File: src/tcw_pkg.sv
// package: field layout, codes and constants of the test control word
package tcw_pkg;

   localparam int CMD_W = 40;
   localparam int CNT_W = 6;
   localparam logic [CNT_W-1:0] CMD_BITS = 6'h28;
   localparam int SYNC_STAGES = 3;

   localparam int ADDR_HI = 39;
   localparam int ADDR_LO = 37;
   localparam int UPDATE_BIT = 36;
   localparam logic [2:0] TEST_WORD_ADDR = 3'h7;

   localparam int RSV_HI = 35;
   localparam int RSV_LO = 14;
   localparam int WORD_W = 14;
   localparam logic [WORD_W-1:0] WORD_RST = 14'h0000;

   localparam int FORCE_DATA_BIT = 13;
   localparam int ACC_HI = 12;
   localparam int ACC_LO = 11;
   localparam int Q_ROLL_BIT = 10;
   localparam int FORCE_OUT_BIT = 9;
   localparam int F_CLK_BIT = 8;
   localparam int F_STB_BIT = 7;
   localparam int F_I_BIT = 6;
   localparam int F_Q_BIT = 5;
   localparam int SINCOS_BYP_BIT = 4;
   localparam int SCALE_BYP_BIT = 3;
   localparam int RSV_BIT = 2;
   localparam int WAIT_RAM_BIT = 1;
   localparam int OVF_DIS_BIT = 0;

   localparam int SAMPLE_W = 16;
   localparam logic [SAMPLE_W-1:0] FORCED_SAMPLE = 16'h8000;
   localparam int COEF_W = 20;
   localparam logic [COEF_W-1:0] UNITY_COEF = 20'hFFFFF;

   typedef enum logic [1:0] {
      ACC_NORMAL = 2'h0,
      ACC_OFF    = 2'h1,
      ACC_CONT   = 2'h2,
      ACC_RSV    = 2'h3
   } tcw_acc_t;

   typedef enum logic [1:0] {
      GATE_WAIT = 2'b01,
      GATE_RUN  = 2'b10
   } tcw_gate_t;

endpackage : tcw_pkg

File: src/tcw_cmd_if.sv
// interface: one received 40-bit command, valid for one cycle
`timescale 1ns/1ps
interface tcw_cmd_if;
   import tcw_pkg::*;
   logic              valid;
   logic [CMD_W-1:0]  word;
   modport rx   (output valid, output word);
   modport core (input valid, input word);
endinterface : tcw_cmd_if

File: src/tcw_ser_rx.sv
// module: serial control port receiver, pins synchronised, msb first
`timescale 1ns/1ps
module tcw_ser_rx
   import tcw_pkg::*;
(
   input  wire logic  i_clock,
   input  wire logic  i_rst_n,
   input  wire logic  i_ctl_clk,
   input  wire logic  i_ctl_data,
   input  wire logic  i_ctl_sel_n,
   tcw_cmd_if.rx      cmd
);

   ////////////////////////////////////////////////////////////////////////
   // three-stage synchronisers; a change counts when stages two and three agree
   logic [2:0]  pin_in;
   logic [2:0]  lvl_r;
   logic [2:0]  lvl_nxt;
   assign pin_in = {i_ctl_sel_n, i_ctl_data, i_ctl_clk};

   genvar g;
   generate
      for (g = 0; g < 3; g++) begin : g_sync
         logic [SYNC_STAGES-1:0] sync_r;
         always_ff @(posedge i_clock or negedge i_rst_n) begin
            if (!i_rst_n) begin
               sync_r <= {SYNC_STAGES{1'b1}};
               lvl_r[g] <= 1'b1;
            end else begin
               sync_r <= {sync_r[SYNC_STAGES-2:0], pin_in[g]};
               lvl_r[g] <= lvl_nxt[g];
            end
         end
         assign lvl_nxt[g] = (sync_r[1] == sync_r[2]) ? sync_r[2] : lvl_r[g];
      end
   endgenerate

   ////////////////////////////////////////////////////////////////////////
   // shift on control clock rise while selected, deliver on deselect
   logic              clk_rise;
   logic              sel_end;
   logic              selected;
   logic [CMD_W-1:0]  shift_r;
   logic [CNT_W-1:0]  count_r;
   logic              valid_r;

   assign clk_rise = lvl_nxt[0] && !lvl_r[0];
   assign sel_end  = lvl_nxt[2] && !lvl_r[2];
   assign selected = !lvl_r[2];

   always_ff @(posedge i_clock or negedge i_rst_n) begin
      if (!i_rst_n) begin
         shift_r <= '0;
         count_r <= '0;
         valid_r <= 1'b0;
      end else begin
         valid_r <= sel_end && (count_r == CMD_BITS);
         if (sel_end) begin
            count_r <= '0;
         end else if (selected && clk_rise) begin
            shift_r <= {shift_r[CMD_W-2:0], lvl_r[1]};
            if (count_r <= CMD_BITS) begin
               count_r <= count_r + 6'h01;
            end
         end
      end
   end

   assign cmd.valid = valid_r;
   assign cmd.word  = shift_r;

endmodule : tcw_ser_rx

File: src/tcw_test_word.sv
// module: test control word of the down converter and its datapath hooks
// Operation
// - address 111 routes command into this word
// - update bit set transfers all pending registers
// - bit 13 forces input samples to 8000h
// - field 00 clears accumulator every fir cycle
// - field 01 disables the fir accumulator
// - field 10 accumulates continuously without clearing
// - bit 10 makes q pulse on rollover
// - bit 9 selects forced output pin levels
// - forced mode drives output clock from bit 8
// - forced mode drives word strobe from bit 7
// - forced mode drives i data from bit 6
// - forced mode drives q data from bit 5
// - bit 4 bypasses sine/cosine, coefficients 0.fffff
// - bit 3 bypasses scaling multiplier, factor one
// - bit 1 holds output until rams filled
// - bit 1 clear outputs immediately after reset
// - bit 0 disables overflow protection
// - test features only act while test enabled
// - address and update bits are not stored
// - bits 9 and 13 make outputs static
`timescale 1ns/1ps
module tcw_test_word
   import tcw_pkg::*;
(
   input  wire logic                 i_clock,
   input  wire logic                 i_arst_n,
   input  wire logic                 i_ctl_clk,
   input  wire logic                 i_ctl_data,
   input  wire logic                 i_ctl_sel_n,
   input  wire logic                 i_test_enable,
   input  wire logic                 i_dp_reset,
   input  wire logic                 i_ram_filled,
   input  wire logic [SAMPLE_W-1:0]  i_sample,
   input  wire logic                 i_fir_start,
   input  wire logic                 i_rollover,
   input  wire logic [COEF_W-1:0]    i_sin,
   input  wire logic [COEF_W-1:0]    i_cos,
   input  wire logic                 i_serial_output_clock,
   input  wire logic                 i_output_word_strobe,
   input  wire logic                 i_i_data,
   input  wire logic                 i_q_data,
   output logic                      o_update_all,
   output logic [SAMPLE_W-1:0]       o_sample,
   output logic                      o_acc_clear,
   output logic                      o_acc_enable,
   output logic [COEF_W-1:0]         o_sin,
   output logic [COEF_W-1:0]         o_cos,
   output logic                      o_scale_bypass,
   output logic                      o_ovf_protect,
   output logic                      o_output_enable,
   output logic                      o_outputs_static,
   output logic                      o_serial_output_clock,
   output logic                      o_output_word_strobe,
   output logic                      o_i_data,
   output logic                      o_q_data
);

   ////////////////////////////////////////////////////////////////////////
   // reset release through two flip-flops
   logic rst_meta_r;
   logic rst_n_r;

   always_ff @(posedge i_clock or negedge i_arst_n) begin
      if (!i_arst_n) begin
         rst_meta_r <= 1'b0;
         rst_n_r <= 1'b0;
      end else begin
         rst_meta_r <= 1'b1;
         rst_n_r <= rst_meta_r;
      end
   end

   ////////////////////////////////////////////////////////////////////////
   // command reception and decode
   tcw_cmd_if cmd_bus ();

   tcw_ser_rx u_rx (
      .i_clock     (i_clock),
      .i_rst_n     (rst_n_r),
      .i_ctl_clk   (i_ctl_clk),
      .i_ctl_data  (i_ctl_data),
      .i_ctl_sel_n (i_ctl_sel_n),
      .cmd         (cmd_bus.rx)
   );

   logic               hit;
   logic               hit_update;
   logic [WORD_W-1:0]  hit_word;
   logic [WORD_W-1:0]  word_r;

   assign hit = cmd_bus.valid && (cmd_bus.word[ADDR_HI:ADDR_LO] == TEST_WORD_ADDR);
   assign hit_update = hit && cmd_bus.word[UPDATE_BIT];
   // only the low field is kept; address, update and reserved bits drop
   assign hit_word = cmd_bus.word[WORD_W-1:0];

   always_ff @(posedge i_clock or negedge rst_n_r) begin
      if (!rst_n_r) begin
         word_r <= WORD_RST;
         o_update_all <= 1'b0;
      end else begin
         o_update_all <= hit_update;
         if (hit) begin
            word_r <= hit_word;
         end
      end
   end

   ////////////////////////////////////////////////////////////////////////
   // effective test controls, gated by the test enable
   logic      t_force_data;
   logic      t_q_roll;
   logic      t_force_out;
   logic      t_sincos_byp;
   logic      t_scale_byp;
   logic      t_wait_ram;
   logic      t_ovf_dis;
   tcw_acc_t  acc_mode;

   assign t_force_data = i_test_enable && word_r[FORCE_DATA_BIT];
   assign t_q_roll     = i_test_enable && word_r[Q_ROLL_BIT];
   assign t_force_out  = i_test_enable && word_r[FORCE_OUT_BIT];
   assign t_sincos_byp = i_test_enable && word_r[SINCOS_BYP_BIT];
   assign t_scale_byp  = i_test_enable && word_r[SCALE_BYP_BIT];
   assign t_wait_ram   = i_test_enable && word_r[WAIT_RAM_BIT];
   assign t_ovf_dis    = i_test_enable && word_r[OVF_DIS_BIT];
   assign acc_mode = i_test_enable ? tcw_acc_t'(word_r[ACC_HI:ACC_LO]) : ACC_NORMAL;

   ////////////////////////////////////////////////////////////////////////
   // datapath steering
   logic [SAMPLE_W-1:0]  sample_nxt;
   logic                 acc_clear_nxt;
   logic                 acc_enable_nxt;
   logic [COEF_W-1:0]    sin_nxt;
   logic [COEF_W-1:0]    cos_nxt;

   assign sample_nxt = t_force_data ? FORCED_SAMPLE : i_sample;
   // reserved code behaves as normal accumulation
   assign acc_clear_nxt = i_fir_start &&
      ((acc_mode == ACC_NORMAL) || (acc_mode == ACC_RSV));
   assign acc_enable_nxt = (acc_mode != ACC_OFF);
   assign sin_nxt = t_sincos_byp ? UNITY_COEF : i_sin;
   assign cos_nxt = t_sincos_byp ? UNITY_COEF : i_cos;

   always_ff @(posedge i_clock or negedge rst_n_r) begin
      if (!rst_n_r) begin
         o_sample <= '0;
         o_acc_clear <= 1'b0;
         o_acc_enable <= 1'b1;
         o_sin <= '0;
         o_cos <= '0;
         o_scale_bypass <= 1'b0;
         o_ovf_protect <= 1'b1;
      end else begin
         o_sample <= sample_nxt;
         o_acc_clear <= acc_clear_nxt;
         o_acc_enable <= acc_enable_nxt;
         o_sin <= sin_nxt;
         o_cos <= cos_nxt;
         o_scale_bypass <= t_scale_byp;
         o_ovf_protect <= !t_ovf_dis;
      end
   end

   ////////////////////////////////////////////////////////////////////////
   // output gate: optional wait for data rams after a datapath reset
   tcw_gate_t gate_r;
   tcw_gate_t gate_nxt;

   always_comb begin
      gate_nxt = gate_r;
      unique case (gate_r)
         GATE_WAIT: begin
            if (!t_wait_ram || i_ram_filled) begin
               gate_nxt = GATE_RUN;
            end
         end
         GATE_RUN: begin
            gate_nxt = GATE_RUN;
         end
         default: begin
            gate_nxt = GATE_WAIT;
         end
      endcase
      if (i_dp_reset) begin
         gate_nxt = GATE_WAIT;
      end
   end

   always_ff @(posedge i_clock or negedge rst_n_r) begin
      if (!rst_n_r) begin
         gate_r <= GATE_WAIT;
      end else begin
         gate_r <= gate_nxt;
      end
   end

   ////////////////////////////////////////////////////////////////////////
   // output pins: forced levels, rollover strobe on q, gating
   logic  run_nxt;
   logic  q_src;
   logic  clk_pin_nxt;
   logic  stb_pin_nxt;
   logic  i_pin_nxt;
   logic  q_pin_nxt;

   assign run_nxt = (gate_nxt == GATE_RUN);
   assign q_src = t_q_roll ? i_rollover : i_q_data;
   assign clk_pin_nxt = t_force_out ? word_r[F_CLK_BIT] :
                        (run_nxt && i_serial_output_clock);
   assign stb_pin_nxt = t_force_out ? word_r[F_STB_BIT] :
                        (run_nxt && i_output_word_strobe);
   assign i_pin_nxt = t_force_out ? word_r[F_I_BIT] : (run_nxt && i_i_data);
   assign q_pin_nxt = t_force_out ? word_r[F_Q_BIT] : (run_nxt && q_src);

   always_ff @(posedge i_clock or negedge rst_n_r) begin
      if (!rst_n_r) begin
         o_output_enable <= 1'b0;
         o_outputs_static <= 1'b0;
         o_serial_output_clock <= 1'b0;
         o_output_word_strobe <= 1'b0;
         o_i_data <= 1'b0;
         o_q_data <= 1'b0;
      end else begin
         o_output_enable <= run_nxt;
         o_outputs_static <= t_force_out && t_force_data;
         o_serial_output_clock <= clk_pin_nxt;
         o_output_word_strobe <= stb_pin_nxt;
         o_i_data <= i_pin_nxt;
         o_q_data <= q_pin_nxt;
      end
   end
endmodule : tcw_test_word

File: config.mk
export PLATFORM = sky130hd
export DESIGN_NAME = tcw_test_word
export DESIGN_NICKNAME = d
export VERILOG_FILES = /design/src/tcw_pkg.sv /design/src/tcw_cmd_if.sv /design/src/tcw_ser_rx.sv /design/src/tcw_test_word.sv
export SDC_FILE = /design/constraint.sdc
export NUM_CORES = 1
export LEC_CHECK = 0
export BUFFER_PORTS_ARGS = -buffer_cell sky130_fd_sc_hd__buf_4
export CAP_MARGIN = 30
export CELL_PAD_IN_SITES_DETAIL_PLACEMENT = 0
export CELL_PAD_IN_SITES_GLOBAL_PLACEMENT = 2
export CORE_UTILIZATION = 32
export DETAILED_ROUTE_END_ITERATION = 10
export PLACE_DENSITY = 0.86
export REMOVE_ABC_BUFFERS = 1
export SLEW_MARGIN = 30
export SYNTH_ARGS = -nofsm -noshare
export SYNTH_HDL_FRONTEND = slang
export SYNTH_HIERARCHICAL = 1
export SYNTH_SLANG_ARGS = --single-unit
File: constraint.sdc
create_clock -name i_clock -period 4.4 [get_ports i_clock]
set_clock_uncertainty 0.15 [all_clocks]
set_input_delay 0.88 -clock i_clock [delete_from_list [all_inputs] [get_ports i_clock]]
set_output_delay 0.88 -clock i_clock [all_outputs]
set_load 0.05 [all_outputs]
==> impl_metrics.yaml, run 1 <==
worst_setup_path:
  cp_slowest_stage_delay_ns: 0.53
  start_kind: "flip-flop"
  worstPathArrival_ns: 1.12
  critical-path-top-delay-family: "flip-flops"
  endpoint_kind: "primary output"
  crit_path_max_fanout: 1
  cp.required_ns: 3.37
  r2r_cells: 5
  worstSetupPathDepth: 1
  worstPathBufferInverterCount: 1
  cpMaxStageDelayCell: "dfstp_2"
  critical_path_class: "reg -> out"
  crit_chain: "buf_4"
clocking:
  clk-insertion-delay-late_ns: 0.41
  cts_buffers: 17
  cts_tree: "yes"
  clock-root-buffer: "clkbuf_16"
  postCtsHoldBufs: 0
  cts.sinks: 143
  post_cts_resized: 0
  cts_setup_buffers: 0
  path_clk_slew_ns: 0.06
  h-tree-depth: 4
  clk_path_buf_depth: 2
drt:
  routed_wl_mm: 9.284
  avgViaCountPerCell: 4.273
  drtPass1Iterations: 4
  wl_per_cell_um: 12.95
  detail-route-antenna-nets: 0
  vias: 3064
  drc: 0
  drt_iter0_drc: 78
worst_hold_path:
  min_path_type: "in -> async"
sta:
  slew_headroom: 0.4602
  hold_viol_final: 0
  fin_tns_setup_ns: 0
  finalSetupViolations: 0
  setup_ws_ns: 2.249
  fmax_ghz: 0.4650
  rsz0062_at_grt: "false"
  finalCritPeriodShare: 0.4888
  tightest_slew_ns: 0.8073
  layout_min_cycle_time_ns: 2.151
  slew_violations: 0
power_and_ir_drop:
  p_leak_nw: 3.463
  power_density_nw_per_um2: 469.0
  total_power_mw: 3.256
  peakVddDrop_mv: 0.2509
floorplan:
  num_rows: 45
  core_um2: 15370
  start_util: 0.3321
  die_x_um: 128.3
  die-area_um2: 16460
  die_h_um: 128.3
  ios: 137
yosys:
  synth_top_area_share: 0.6275
  synth_top_cells_by_count: "dfrtp_1 (128), mux2_2 (50), nand2b_1 (41)"
  syn_area_um2: 5105
  synthTopCellsByArea: "dfrtp_1 (63%), mux2_2 (11%), dfstp_2 (7.7%), nand2b_1 (5.0%), and2_1 (2.3%)"
  ys_ff_latch: 143
  synth_cell_types: 33
  synthArstFlopShare: 1.000
  yosys.area.top_type: "dfrtp_1"
  seq_area_frac_synth: 0.7047
  yosys_warnings: 6
  synth-edff-count: 0
  avgSynthCellArea_um2: 14.80
  synth_ff_type: "dfrtp_1"
  syn_inst: 345
  yosysMostFrequentCell: "dfrtp_1"
placed_design:
  gp_congestion: 0.6876
  dpl.hpwl_mm: 6.431
  place_inst: 685
  pre_cts_ws_ns: 2.257
  placement.io_buffers: 136
run_status:
  outcome: "complete, no violations"
final_layout:
  layout-drive-gt1-share: 0.4802
  syn2layout_area_growth_pct: 36.00
  final_nets: 568
  final_util: 0.4517
  instances_no_fill: 717
  diodes: 0
grt:
  grt_max_degree: 56
  grt.total_usage: 0.1228
  gr-total-overflow: 0
  grt_pass1_vias: 3285
  grt_pass1_wl_mm: 15.36
  antenna_found_initial: 0
job:
  drv_cap: 0
per-layer routing:
layer / track usage / wire, µm
met5: 0 / 0
met4: 0.04567 / 128
met3: 0.07262 / 952
met2: 0.1860 / 4272
met1: 0.1430 / 3930
state kept, by name (all words and copies together) (netlist names):
register,cells
word_r,13
u_rx/cmd.word,40
o_outputs_static,1
u_rx/count_r,6
o_update_all,1
o_output_word_strobe,1
gate_r,2
o_i_data,1
o_serial_output_clock,1
o_ovf_protect,1
u_rx/g_sync.sync_r,9
o_acc_enable,1
u_rx/lvl_r,3
o_sample,16
rst_meta_r,1
o_acc_clear,1
o_sin,20
o_q_data,1
o_scale_bypass,1
rst_n_r,1
o_output_enable,1
o_cos,20
u_rx/cmd.valid,1
final timing paths:
path                                          start                       end  slack (ns)
max                                   o_ovf_protect             o_ovf_protect        2.25
min                                        i_arst_n                   rst_n_r        0.09
max reg2reg                               gate_r[0]                  o_q_data        2.33
min reg2reg                u_rx/g_sync[1].sync_r[0]  u_rx/g_sync[1].sync_r[1]        0.21
max in group asynchronous                   rst_n_r              o_acc_enable        2.85
min in group i_clock       u_rx/g_sync[1].sync_r[0]  u_rx/g_sync[1].sync_r[1]        0.21
area by class of cell:
class                           count  area (µm²)
Tap cell                          211       264.0
Multi-Input combinational cell    183        1429
Clock buffer                       20       456.7
Fill cell                        1407        8428
Sequential cell                   143        3601
Timing Repair Buffer              140        1051
Clock inverter                     12       111.4
Inverter                            8       30.03
worst reg2reg max path, stage by stage, from the launching register on:
cell and delay (ns):
dfstp_2 0.56, inv_1 0.05, ha_1 0.31, or2_1 0.27, o32a_4 0.40, o31ai_2 0.24
power breakdown:
part	total, mW	internal (mW)	switching [mW]
Clock	1.35	0.809	0.543
Sequential	1.45	1.40	0.0500
Combinational	0.451	0.178	0.273
Total	3.26	2.39	0.866
through the flow:
step,instance area (µm²),hold WS (ns)
final,6943,0.09245
after global routing,6943,0.06538
after CTS,6943,0.07262
after detailed placement,6375,0.1968
after global placement,6375,0.1847
after floorplan,5056,0.1812
placed cells by master, fill, tap and decap left out, types with 3 or more instances in the layout:
cell | netlist | layout
a21oi_1 | 5 | 5
and2_1 | 19 | 19
buf_4 | 0 | 140
clkbuf_16 | 0 | 17
clkinv_2 | 0 | 3
clkinv_4 | 0 | 4
clkinvlp_4 | 0 | 3
dfrtp_1 | 128 | 127
dfstp_2 | 15 | 15
ha_1 | 5 | 5
inv_1 | 8 | 8
maj3_1 | 3 | 3
mux2_1 | 3 | 3
mux2_2 | 50 | 50
nand2_1 | 19 | 19
nand2b_1 | 41 | 41
nand3_1 | 3 | 3
nor2_1 | 8 | 8
o21ai_0 | 7 | 7
or3_1 | 3 | 3
logic make-up (layout without fill, tap and decap cells):
family / Yosys count / in the layout / synth area share
and+or+nand+nor: 101 / 101 / 0.1123
other: 1 / 1 / 0.0007346
adders and majority gates: 8 / 8 / 0.01814
xor gates and xnor gates: 1 / 1 / 0.001716
buffers and inverters: 19 / 180 / 0.01544
AOI/OAI and AO/OA: 18 / 18 / 0.02818
DFF: 143 / 143 / 0.7047
muxes: 54 / 54 / 0.1189
Note: power is estimated with default switching activity, not from simulation.
==> inputs of run 2 (changes only) <==
CORE_UTILIZATION = 35   (was 32)
PLACE_DENSITY = 0.88   (was 0.86)
clock period = 2.1 ns   (was 4.4 ns; I/O delays follow)
==> run 2 against run 1 <==
Against the previous run: hold slack got worse by 0.057 ns; sequential power is 110% higher; highest routed layer unchanged; final cell count down 3.5%; sequential cell count stayed put; total power up 110%; register-to-register slack worse by 2.3 ns; setup slack got worse by 2.2 ns; non-clock buffer count increased by 6.
==> impl_metrics.yaml, run 2 (synthesized netlist as in run 1, its figures left out) <==
run_status:
  outcome: "complete, no violations"
grt:
  grt_pass1_vias: 3291
  antenna_found_initial: 0
  gr-total-overflow: 0
  grt_max_degree: 55
  grt.total_usage: 0.1325
  grt_pass1_wl_mm: 14.92
final_layout:
  mostFrequentLayoutCell: "buf_4"
  largest_reg_flops: 40
  layout-drive-gt1-share: 0.4668
  instances_no_fill: 692
  syn2layout_area_growth_pct: 36.72
  final_nets: 574
  final_util: 0.4970
  final_cell_area_um2: 6979
  final_cell_mix: "buf_4 (139), dfrtp_1 (127), mux2_2 (50), nand2b_1 (41)"
  fill_cells: 1243
  ff_latch_area_um2: 3601
  diodes: 0
  multi_input_area_um2: 1429
placed_design:
  gp_congestion: 0.7720
  place_inst: 656
  pre_cts_ws_ns: 0.07104
  placement.io_buffers: 136
  placed_cell_area_um2: 6389
  dpl.hpwl_mm: 6.383
clocking:
  cts_setup_buffers: 0
  clock-root-buffer: "clkbuf_16"
  postCtsHoldBufs: 4
  clk_path_buf_depth: 2
  clk-insertion-delay-late_ns: 0.41
  cts_tree: "yes"
  h-tree-depth: 4
  cts.sinks: 143
  path_clk_slew_ns: 0.05
  post_cts_resized: 0
  cts_buffers: 17
power_and_ir_drop:
  peakVddDrop_mv: 0.4713
  total_power_mw: 6.749
  p_leak_nw: 3.490
  power_density_nw_per_um2: 967.0
sta:
  setup_ws_ns: 0.06719
  layout_min_cycle_time_ns: 2.033
  finalCritPeriodShare: 0.9680
  slew_violations: 0
  hold_viol_final: 0
  whs_ns: 0.03571
  finalSetupViolations: 0
  fin_tns_setup_ns: 0
  rsz0062_at_grt: "false"
  fmax_ghz: 0.4919
floorplan:
  start_util: 0.3635
  die_h_um: 122.8
  die-area_um2: 15070
  die_x_um: 122.8
  num_rows: 43
  ios: 137
  core_um2: 14040
drt:
  drtPass1Iterations: 4
  detail-route-antenna-nets: 0
  wl_per_cell_um: 13.05
  avgViaCountPerCell: 4.442
  routed_wl_mm: 9.034
  vias: 3074
  drc: 0
  drt_iter0_drc: 47
worst_setup_path:
  critical_path_class: "reg -> reg"
  cp_slowest_stage_delay_ns: 0.55
  cp.required_ns: 2.27
  crit_chain: "inv_1, ha_1, or2_1, o32a_4, o31ai_2"
  r2r-start: "gate_r[0]"
  endpoint_kind: "flip-flop"
  cpMaxStageDelayCell: "dfstp_2"
  crit_path_start: "gate_r[0]"
  worstPathArrival_ns: 2.20
  start_kind: "flip-flop"
  crit_path_max_fanout: 5
worst_hold_path:
  min_path_type: "reg -> async"
job:
  drv_cap: 0
[run 2: final timing paths]
path | end | slack (ns) | cells past startpoint
setup / recovery | o_q_data | 0.07 | 5
hold / removal | o_cos[13] | 0.04 | 0
setup reg to reg | o_q_data | 0.07 | 5
hold reg to reg | o_cos[13] | 0.04 | 0
max in group asynchronous | u_rx/g_sync[1].sync_r[1] | 1.14 | 1
min in group i_clock | o_cos[19] | 0.04 | 2
[run 2: cell type report]
cell class	instances	area share
clock buffers	27	0.07063
well taps	180	0.03227
multi-input cells	183	0.2047
clock inverters	5	0.008247
inverters	8	0.004303
repair buffers	146	0.1639
flip-flops and latches	143	0.5160
[run 2: routing by layer]
metal	vias to the layer above	GRT usage	wire, µm
li1	1448	-	-
met3	9	0.07574	1078
met2	119	0.2047	4293
met4	0	0.06174	129
met5	-	0	0
met1	1498	0.1469	3533
[run 2: critical path: cells and delay by family (launching register included)]
| kind | cells | cell delay, ns |
|---|---|---|
| adder cells (fa/ha/maj) | 1 | 0.30 |
| AO/OA/AOI/OAI | 2 | 0.62 |
| flip-flops | 1 | 0.55 |
| AND/OR/NAND/NOR | 1 | 0.27 |
| buffers and inverters | 1 | 0.05 |
[run 2: power breakdown]
| group | switching (mW) | leakage [nW] | internal (mW) |
|---|---|---|---|
| combinational | 0.576 | 1.43 | 0.384 |
| clock | 1.04 | 0.258 | 1.72 |
| sequential | 0.0880 | 1.80 | 2.94 |
| total | 1.70 | 3.49 | 5.05 |
==> inputs of run 3 (changes only) <==
REMOVE_ABC_BUFFERS = unset   (was 1)
==> run 3 against run 2 <==
Against the previous run: routed wire length decreased by 2.5%; combinational power decreased by 0.8%; maximum frequency increased by 0.61%; setup slack improved by 0.012 ns; largest cell class unchanged; sequential share of layout area decreased by 0.89 points; die area unchanged; hold slack improved by 0.0029 ns; non-clock buffer count decreased by 1; cell area increased by 1.8%; sequential cell count unchanged; critical path depth unchanged; global-route usage decreased by 0.69 points.
==> impl_metrics.yaml, run 3 (synthesized netlist as in run 1, its figures left out) <==
floorplan:
  num_rows: 43
  ios: 137
  core_um2: 14040
  die-area_um2: 15070
  die_x_um: 122.8
  die_h_um: 122.8
  start_util: 0.3635
clocking:
  cts.sinks: 143
  clk_path_buf_depth: 2
  cts_tree: "yes"
  clock-root-buffer: "clkbuf_16"
  post_cts_resized: 0
  h-tree-depth: 4
  clk-insertion-delay-late_ns: 0.41
  cts_setup_buffers: 0
  cts_buffers: 17
  path_clk_slew_ns: 0.06
grt:
  grt_pass1_wl_mm: 14.39
  gr-total-overflow: 0
  grt_max_degree: 54
  grt_pass1_vias: 3165
  grt.total_usage: 0.1256
  antenna_found_initial: 0
sta:
  slew_violations: 0
  finalCritPeriodShare: 0.9622
  rsz0062_at_grt: "false"
  whs_ns: 0.03865
  layout_min_cycle_time_ns: 2.021
  finalSetupViolations: 0
  fmax_ghz: 0.4949
  fin_tns_setup_ns: 0
  hold_viol_final: 0
run_status:
  outcome: "complete, no violations"
drt:
  wl_per_cell_um: 12.75
  drtPass1Iterations: 4
  avgViaCountPerCell: 4.450
  detail-route-antenna-nets: 0
  drt_iter0_drc: 115
  vias: 3075
  routed_wl_mm: 8.808
  drc: 0
power_and_ir_drop:
  p_comb_frac: 0.129
  seqPwrFrac: 0.412
  total_power_mw: 7.370
  p_int_mw: 5.589
  p_switching_mw: 1.782
  power_density_nw_per_um2: 1038
  p_leak_nw: 3.547
  peakVddDrop_mv: 0.4664
  p_sw_frac: 0.2417
  clock_power_share: 0.459
final_layout:
  layout-drive-gt1-share: 0.4775
  instances_no_fill: 691
  final_cell_mix: "buf_4 (138), dfrtp_1 (127), mux2_2 (50), nand2b_1 (41)"
  syn2layout_area_growth_pct: 39.12
  final_util: 0.5057
  largest_reg_flops: 40
  final_nets: 573
  diodes: 0
  mostFrequentLayoutCell: "buf_4"
placed_design:
  place_inst: 655
  placement.io_buffers: 136
  dpl.hpwl_mm: 6.046
  gp_congestion: 0.6974
worst_setup_path:
  crit_path_max_fanout: 5
  timing.rr.end: "o_q_data"
  crit_chain: "inv_1, ha_1, or2_1, o32a_4, o31ai_2"
  r2r_cells: 5
  reg2reg_slack_ns: 0.08
  r2r-start: "gate_r[0]"
  start_kind: "flip-flop"
  endpoint_kind: "flip-flop"
  worstPathArrival_ns: 2.19
  cp_slowest_stage_delay_ns: 0.55
  cpMaxStageDelayCell: "dfstp_2"
  critical_path_class: "reg -> reg"
  cp.required_ns: 2.27
worst_hold_path:
  holdPathEnd: "o_cos[11]"
  holdCritStartpoint: "i_cos[11]"
  min_path_cells: 2
  min_path_type: "in -> reg"
job:
  drv_cap: 0
yosys:
  syn-num-nets: 420
run 3: cell count changes in the layout (fill, tap and decap cells not counted):
cell       previous run  this run
clkinv_2              1         0
clkbuf_1              7         1
clkinv_4              0         4
clkbuf_8              3         1
bufinv_16             1         6
buf_4               139       138
run 3: area by class of cell:
cell class                      instances  area, µm²
Fill cell                            1198       6940
Sequential cell                       143       3601
Multi-Input combinational cell        183       1429
Timing Repair Buffer                  145       1136
Clock buffer                           19      442.9
Clock inverter                         13      237.7
Tap cell                              180      225.2
Inverter                                8      30.03
run 3: worst max path at each step:
stage / from / cells past startpoint / endpoint
2_1_floorplan: gate_r[0] / 5 / o_q_data
3_3_place_gp: gate_r[0] / 5 / o_q_data
3_5_place_dp: gate_r[0] / 5 / o_q_data
4_1_cts: gate_r[0] / 5 / o_q_data
5_1_grt: gate_r[0] / 5 / o_q_data
6_report: gate_r[0] / 5 / o_q_data
run 3: through the flow:
step / instance area (µm²) / worst slack, ns
finish: 7102 / 0.07946
global route: 7102 / 0.005843
CTS: 7102 / 0.07429
detailed placement: 6381 / 0.08708
global placement: 6381 / 0.1389
floorplan: 5109 / 0.1751
run 3: what timing repair did:
| item | CTS | global route |
|---|---|---|
| endpoints found under the setup margin | 0 | 0 |
| hold endpoints to repair | 5 | 0 |
| hold buffers | 4 | 0 |
run 3: power by group through the flow:
stage | clock network, mW | logic (mW) | registers [mW]
final | 3.38 | 0.951 | 3.04
after detailed placement | 0 | 0.957 | 3.09
after CTS | 3.47 | 0.969 | 3.04
after floorplan | 0 | 0.294 | 3.41
after global placement | 0 | 0.933 | 3.08
after global routing | 3.60 | 1.03 | 3.06
run 3: routing by layer:
metal  part of all wire  vias to the layer above  track usage  routed length [µm]
li1                   -                     1444            -                   -
met1               0.42                     1520       0.1434                3688
met2               0.49                       94       0.2008                4323
met3              0.070                       17      0.04879                 613
met4              0.021                        0      0.07088                 182
met5                  0                        -            0                   0
run 3: critical path, delay by kind of cell (launching register included):
family                     cells  cell delay, ns
DFF                            1            0.55
buffers and inverters          1            0.05
and+or+nand+nor                1            0.26
AOI/OAI and AO/OA              2            0.63
adders and majority gates      1            0.30
